[config.mk]
export PLATFORM = sky130hd
export DESIGN_NAME = ptp_message_mode_config
export DESIGN_NICKNAME = d
export VERILOG_FILES = /design/src/ptp_msg_cfg_pkg.sv /design/src/ptp_message_mode_config.sv /design/src/ptp_cfg_decode.sv
export SDC_FILE = /design/constraint.sdc
export NUM_CORES = 1
export LEC_CHECK = 0
export ABC_AREA = 1
export BUFFER_PORTS_ARGS = -buffer_cell sky130_fd_sc_hd__buf_4
export CAP_MARGIN = 20
export CORE_MARGIN = 4
export CORE_UTILIZATION = 41
export CTS_CLUSTER_SIZE = 30
export DETAILED_ROUTE_END_ITERATION = 8
export HOLD_SLACK_MARGIN = 0.1
export PLACE_DENSITY = 0.75
export SETUP_SLACK_MARGIN = 0.1
export SYNTH_ARGS = -nofsm -noshare
export SYNTH_HDL_FRONTEND = slang
export SYNTH_SLANG_ARGS = --single-unit
export TNS_END_PERCENT = 20
[constraint.sdc]
create_clock -name clk_sys_in -period 1 [get_ports clk_sys_in]
set_input_delay 0.05 -clock clk_sys_in [delete_from_list [all_inputs] [get_ports clk_sys_in]]
set_output_delay 0.05 -clock clk_sys_in [all_outputs]
set_load 0.02 [all_outputs]
[src/ptp_msg_cfg_pkg.sv]
// constants for the ptp message mode configuration register
// Function
// bridging-mode bit 7 acts only while general ptp mode bit 6 is set.
// with bridging and ptp mode on, every ptp message goes to the host port.
// with bridging mode in effect, ptp headers pass through unaltered.
// ptp mode bit 6 makes frames classified by ptp type with special forwarding.
// with ptp mode on, headers may be rewritten and timestamps inserted.
// ptp mode bit switches the internal ptp clock on; clear leaves it off.
// with ptp mode on, the host tail tag carries timestamp information.
// bit 5 enables detection of ptp over raw ethernet; reset value one.
// bit 4 enables detection of ptp over ipv4/udp; reset value one.
// bit 3 enables detection of ptp over ipv6/udp; reset value one.
// bit 2 selects peer-to-peer (1) or end-to-end (0); reset zero.
// bit 1 makes host port master (1) or slave (0); reset zero.
// bit 0 selects one-step (1) or two-step (0); reset one.
// upper byte reads zero and writes there have no effect.
package ptp_msg_cfg_pkg;
	localparam int          ADDR_W       = 16;
	localparam int          DATA_W       = 16;
	localparam int          CFG_W        = 8;
	localparam logic [15:0] CFG_OFFSET   = 16'h0514;
	localparam int          BIT_BRIDGE   = 7;
	localparam int          BIT_PTP      = 6;
	localparam int          BIT_DET_ETH  = 5;
	localparam int          BIT_DET_IP4  = 4;
	localparam int          BIT_DET_IP6  = 3;
	localparam int          BIT_P2P      = 2;
	localparam int          BIT_MASTER   = 1;
	localparam int          BIT_ONE_STEP = 0;
	localparam logic [7:0]  CFG_RESET    = 8'h39;
endpackage

[src/ptp_message_mode_config.sv]
// ptp message mode configuration register and its mode outputs
//
// Design decision made here: the strobed register port.
`timescale 1ns/1ps
module ptp_message_mode_config
	import ptp_msg_cfg_pkg::*;
(
	// clock and reset
	input  wire logic                          clk_sys_in,
	input  wire logic                          rst_in,
	// register port
	input  wire logic [ptp_msg_cfg_pkg::ADDR_W-1:0] addr_in,
	input  wire logic [ptp_msg_cfg_pkg::DATA_W-1:0] wdata_in,
	input  wire logic                          wr_in,
	input  wire logic                          rd_in,
	output logic      [ptp_msg_cfg_pkg::DATA_W-1:0] rdata_out,
	// mode controls to the ptp datapath
	output logic                               ptp_mode_out,
	output logic                               ptp_clk_en_out,
	output logic                               classify_en_out,
	output logic                               tail_tag_ts_out,
	output logic                               bridge_mode_out,
	output logic                               fwd_all_host_out,
	output logic                               hdr_rewrite_en_out,
	output logic                               ts_insert_en_out,
	output logic                               det_eth_out,
	output logic                               det_ipv4_out,
	output logic                               det_ipv6_out,
	output logic                               p2p_out,
	output logic                               host_master_out,
	output logic                               one_step_out
);
	import ptp_msg_cfg_pkg::*;

	logic [CFG_W-1:0] cfg_q;
	logic             ptp_on;
	logic             bridge_on;
	logic             rewrite_on;

	function automatic logic hit(input logic [ADDR_W-1:0] a);
		return a == CFG_OFFSET;
	endfunction

	// only the low byte is stored; upper byte writes are dropped
	always_ff @(posedge clk_sys_in or posedge rst_in) begin
		if (rst_in) begin
			cfg_q <= CFG_RESET;
		end else if (wr_in && hit(addr_in)) begin
			cfg_q <= wdata_in[CFG_W-1:0];
		end
	end

	// read data stand one cycle after the strobe and only then
	always_ff @(posedge clk_sys_in or posedge rst_in) begin
		if (rst_in) begin
			rdata_out <= 16'h0000;
		end else if (rd_in && hit(addr_in)) begin
			rdata_out <= {8'h00, cfg_q};
		end else begin
			rdata_out <= 16'h0000;                        // unmapped reads give zero
		end
	end

	ptp_cfg_decode u_decode (
		.cfg_in         (cfg_q),
		.ptp_on_out     (ptp_on),
		.bridge_on_out  (bridge_on),
		.rewrite_on_out (rewrite_on)
	);

	// outputs registered from the decode so each leaves a flip-flop;
	// costs one cycle of lag after a write, harmless for static config
	always_ff @(posedge clk_sys_in or posedge rst_in) begin
		if (rst_in) begin
			ptp_mode_out       <= 1'b0;
			ptp_clk_en_out     <= 1'b0;
			classify_en_out    <= 1'b0;
			tail_tag_ts_out    <= 1'b0;
			bridge_mode_out    <= 1'b0;
			fwd_all_host_out   <= 1'b0;
			hdr_rewrite_en_out <= 1'b0;
			ts_insert_en_out   <= 1'b0;
		end else begin
			ptp_mode_out       <= ptp_on;
			ptp_clk_en_out     <= ptp_on;
			classify_en_out    <= ptp_on;
			tail_tag_ts_out    <= ptp_on;
			bridge_mode_out    <= bridge_on;
			fwd_all_host_out   <= bridge_on;
			hdr_rewrite_en_out <= rewrite_on;
			ts_insert_en_out   <= ptp_on;
		end
	end

	// encapsulation and clock-role selects
	always_ff @(posedge clk_sys_in or posedge rst_in) begin
		if (rst_in) begin
			det_eth_out     <= CFG_RESET[BIT_DET_ETH];
			det_ipv4_out    <= CFG_RESET[BIT_DET_IP4];
			det_ipv6_out    <= CFG_RESET[BIT_DET_IP6];
			p2p_out         <= CFG_RESET[BIT_P2P];
			host_master_out <= CFG_RESET[BIT_MASTER];
			one_step_out    <= CFG_RESET[BIT_ONE_STEP];
		end else begin
			det_eth_out     <= cfg_q[BIT_DET_ETH];
			det_ipv4_out    <= cfg_q[BIT_DET_IP4];
			det_ipv6_out    <= cfg_q[BIT_DET_IP6];
			p2p_out         <= cfg_q[BIT_P2P];
			host_master_out <= cfg_q[BIT_MASTER];
			one_step_out    <= cfg_q[BIT_ONE_STEP];
		end
	end
endmodule

[src/ptp_cfg_decode.sv]
// decodes stored configuration bits into effective mode controls
`timescale 1ns/1ps
module ptp_cfg_decode
	import ptp_msg_cfg_pkg::*;
(
	// stored configuration
	input  wire logic [CFG_W-1:0] cfg_in,
	// effective controls
	output logic                  ptp_on_out,
	output logic                  bridge_on_out,
	output logic                  rewrite_on_out
);
	// bridging only counts under ptp mode, and then freezes headers
	always_comb begin
		ptp_on_out     = cfg_in[BIT_PTP];
		bridge_on_out  = cfg_in[BIT_BRIDGE] & cfg_in[BIT_PTP];
		rewrite_on_out = cfg_in[BIT_PTP] & ~bridge_on_out;
	end
endmodule

Word-level counts from Yosys, hierarchy flattened
Cells that the tools add are included.
- add/subtract/negate cells: 0
- multiply operators: 0
- div/mod/pow operators: 0
- order comparisons: 0
- eq/ne operators: 1
- shift operators: 0
- mux-type cells: 1
- bitwise gates (word level): 3
- reduce and logical (&&, ||, !) cells: 2
- operator list (operator ; number):
    == test 16 x 11 -> 1 bit, second input constant ; 1
    two-way mux 8 bit ; 1
    AND 1 bit ; 2
    logical AND 1 bit ; 2
    NOT 1 bit ; 1
- register bits after elaboration: 33
- latch bits: 0
- bits in writable memories: 0
- memory bits (read-only): 0
- input port bits: 36
- output and inout port bits: 30
- logic and storage cells: 18
- memories: 0

Depth between registers and ports, before layout
- word-level depth: 3
- depth in mapped cells: 7
- gate-level depth less buffers: 7

Cells and area by module
A second synthesis with hierarchy kept.
- cell total of the unflattened synthesis: 110
- area total of the unflattened synthesis: 1107.3 um^2
- by module, submodules not included (module ; instances ; cells an instance ; area an instance (um^2) ; seq. area each (um^2)):
    ptp_message_mode_config ; 1 ; 105 ; 1082.3 ; 635.6
    ptp_cfg_decode ; 1 ; 5 ; 25.0 ; 0.0

Worst setup path after synthesis
Ideal clock, no wire load.
- path kind: input-to-reg
- start point: input addr_in[4] in the netlist's numbering
- end point: register cfg_q[1]
- library setup time: 0.118 ns
- arrival time: 0.706 ns
- required time: 0.882 ns
- path slack: 0.176 ns
- stages: 7
- path buffers: 0
- path through: inv_1 -> nor2_1 -> nand2_1 -> nor2_4 -> nand3_4 -> nand2_1 -> nand2_1
- cells in the longest elaborated chain, start to end: 2
- ends and longest elaborated chain (item ; line ; source):
    start: declaration ; ptp_message_mode_config.sv:12 ; input wire logic [ptp_msg_cfg_pkg::ADDR_W-1:0] addr_in,
    == test 16 x 11 -> 1 bit ; ptp_message_mode_config.sv:41 ; return a == CFG_OFFSET;
    logical AND 1 bit ; ptp_message_mode_config.sv:48 ; end else if (wr_in && hit(addr_in)) begin
    end signal: assignment ; ptp_message_mode_config.sv:49 ; cfg_q <= wdata_in[CFG_W-1:0];
    end: declaration ; ptp_message_mode_config.sv:35 ; logic [CFG_W-1:0] cfg_q;
Every way passes these cells.
A chain may end at the register's enable or synchronous reset.

Final worst setup path
- start point: register one_step_out
- end point: output one_step_out
- RTL lines (item ; line ; source):
    start: declaration ; ptp_message_mode_config.sv:31 ; output logic one_step_out
    start signal: assignment ; ptp_message_mode_config.sv:103 ; one_step_out <= CFG_RESET[BIT_ONE_STEP];
    start signal: assignment ; ptp_message_mode_config.sv:110 ; one_step_out <= cfg_q[BIT_ONE_STEP];
No word-level cell between the ends.

==> flow_summary.ini <==
[status]
status = complete, but fails checks
failed_checks = negative setup slack

[layout]
final_layout_size_suffix_gt1_share_pct = 40.9
area_delta_synth_final_pct = 53.4
regArea_um2 = 636
nets = 201
utilization_pct = 65.2
n_antenna_cell = 0
multi_input_area_um2 = 280
fin_cells = 194
fill_cells = 206

[synth]
synthesis.area_um2 = 1040
synth_top_family_by_area = simple AND/OR/NAND/NOR gates
seq_area_frac_synth_pct = 60.9
synth_cell_types = 11
synthFlopType = dfrtp_1
synth_xor_area_share_pct = 0
async_flop_share_pct = 100
synth_most_common_cell = nand2_1
synthSimpleGateAreaFrac_pct = 24.0
yosys_warnings = 0
synth_adder_area_share_pct = 0
synth.area.top_cells = dfrtp_1 41%, dfstp_2 20%, buf_4 9.4%
syn_avg_cell_area_um2 = 10.0
synth_compound_area_share_pct = 0
yosysTopAreaCellShare_pct = 40.8
synthMuxAreaShare_pct = 0
synth_seq_cells = 25
synth_edf_count = 0
synthTopCellsByCount = 21 x nand2_1, 17 x dfrtp_1, 17 x nor2_1
syn_inst = 104
yosys.area.top_type = dfrtp_1

[critical_path]
critical-path-top-delay-family = flip-flops
crit_arrival_ns = 0.97
required_ns = 0.95
path_class = flip-flop to output pin
crit_path_max_incr_delay_ns = 0.55
cp_slowest_cell = dfstp_2
critPathMaxFanout = 1
crit_path_end_kind = output pin
critPathLaunchType = flip-flop
cp_num_cells = 1
path_cells = buf_6
critPathBufInv = 1
r2r_setup_slack_ns = 0.21
reg2regPathDepth = 2

[worst_hold_path]
hold_depth = 6
hp-class = primary input to flip-flop

[sta]
rsz0062_at_grt = true
hold_viol = 0
drv_slew = 0
fin_crit_sh_pct = 102
whs_ns = 0.115
worst_slack_ns = -0.0183
period_needed_ns = 1.02
fmax_mhz = 982
setup_viol = 4
skew_ns = 0.000663

[power]
p_comb_share_pct = 11.6
ir_drop_v = 0.000647
p_per_area_nw_per_um2 = 1020
pwr-share-clk_pct = 26.4
p_int_mw = 1.27
p_switching_mw = 0.362
power_frac_seq_pct = 62.0
power.total_mw = 1.63
switching_share_pct = 22.1
p_leak_nw = 0.816

[routing]
vias_per_cell = 4.40
first_iter_violations = 12
vias = 853
drc = 0
dr.pass1.iters = 4
drt-total-wl_um = 2190
wl_per_cell_um = 11.3
drtAntennaViolNets = 0

[grt]
track_usage_pct = 13.2
grt_max_degree = 26
overflow = 0
grt_pass1_wl_um = 3360
antenna_found_initial = 0
first_global_vias = 842

[floorplan]
start_util_pct = 42.5
rows = 18
coreArea_um2 = 2450
dieWidth_um = 58.5
die_area_um2 = 3420
fp.dieH_um = 58.5
io_pins = 66

[placement]
port_buffers = 49
dpl.cell_count = 179
hpwl_um = 1590
gp_congestion = 0.681

[cts]
cts_sinks = 25
cts_buffers = 3
clk_latency_ns = 0.31
clock_path_buffers = 2
clkTransAtPathRegs_ns = 0.12
cts_tree = done
ctsHtreeMaxLevel = 1
root_buffer = clkbuf_4

[job]
max-cap-violations = 0
-- sequential cells by signal (all words and copies together) (netlist names) --
name / count
ts_insert_en_out: 1
det_eth_out: 1
rdata_out: 8
cfg_q: 8
one_step_out: 1
det_ipv4_out: 1
hdr_rewrite_en_out: 1
fwd_all_host_out: 1
p2p_out: 1
det_ipv6_out: 1
host_master_out: 1
-- through the flow --
stage	cell area (µm²)	worst slack, ns	setup TNS [ns]
after global routing	1600	-0.0376	-0.189
after CTS	1570	-0.0208	-0.0740
after floorplan	1070	0.176	0
final	1600	-0.0183	-0.0624
after detailed placement	1400	0.0319	0
after global placement	1400	0.0660	0
-- final cells by class --
type,instances,share of cell area (%)
Multi-Input combinational cell,58,17.5
Inverter,14,3.28
Timing Repair Buffer,63,35.5
Tap cell,30,2.35
Clock buffer,4,1.64
Sequential cell,25,39.7
-- power groups by stage --
stage	Clock [mW]	Sequential, mW	Combinational, mW
detailed placement	0	1.03	0.155
CTS	0.441	1.01	0.190
global route	0.462	1.01	0.208
finish	0.432	1.01	0.189
floorplan	0	1.03	0.0857
global placement	0	1.03	0.151
-- routing by layer --
layer,GRT usage (%),vias to the layer above,wire length [µm]
li1,-,413,-
met1,12.9,384,713
met2,25.7,51,1160
met3,2.41,5,269
met4,6.95,0,48
met5,0,-,0
-- final timing paths --
path	from	endpoint
worst max-delay path	one_step_out	one_step_out
worst min-delay path	addr_in[9]	cfg_q[0]
worst max register to register	cfg_q[4]	rdata_out[4]
worst min register to register	cfg_q[3]	det_ipv6_out
max in group asynchronous	rst_in	cfg_q[4]
min in group asynchronous	rst_in	rdata_out[4]
-- kinds of logic after synthesis --
| family | Yosys count |
|---|---|
| buf+inv | 28 |
| flops | 25 |
| other cells | 1 |
| simple gates | 50 |
-- cells in the final DEF (no fill, tap or decap) --
cell,instances
nand2_1,21
nand4_1,8
clkbuf_4,3
nor2_1,17
inv_1,14
buf_6,18
dfstp_2,8
dlygate4sd3_1,11
clkbuf_1,1
nand3_4,2
dfrtp_1,17
buf_4,34
conb_1,8
nor2_4,2
-- what timing repair did --
action / 4_1_cts / 5_1_grt
hold endpoints to repair: 41 / 0
hold buffers: 11 / 0
buffers inserted: 0 / 0
gates resized for setup: 11 / 7
setup endpoints to repair: 15 / 22
gates cloned: 0 / 0
pin swaps: 0 / 0
Note: power is estimated with default switching activity, not from simulation.
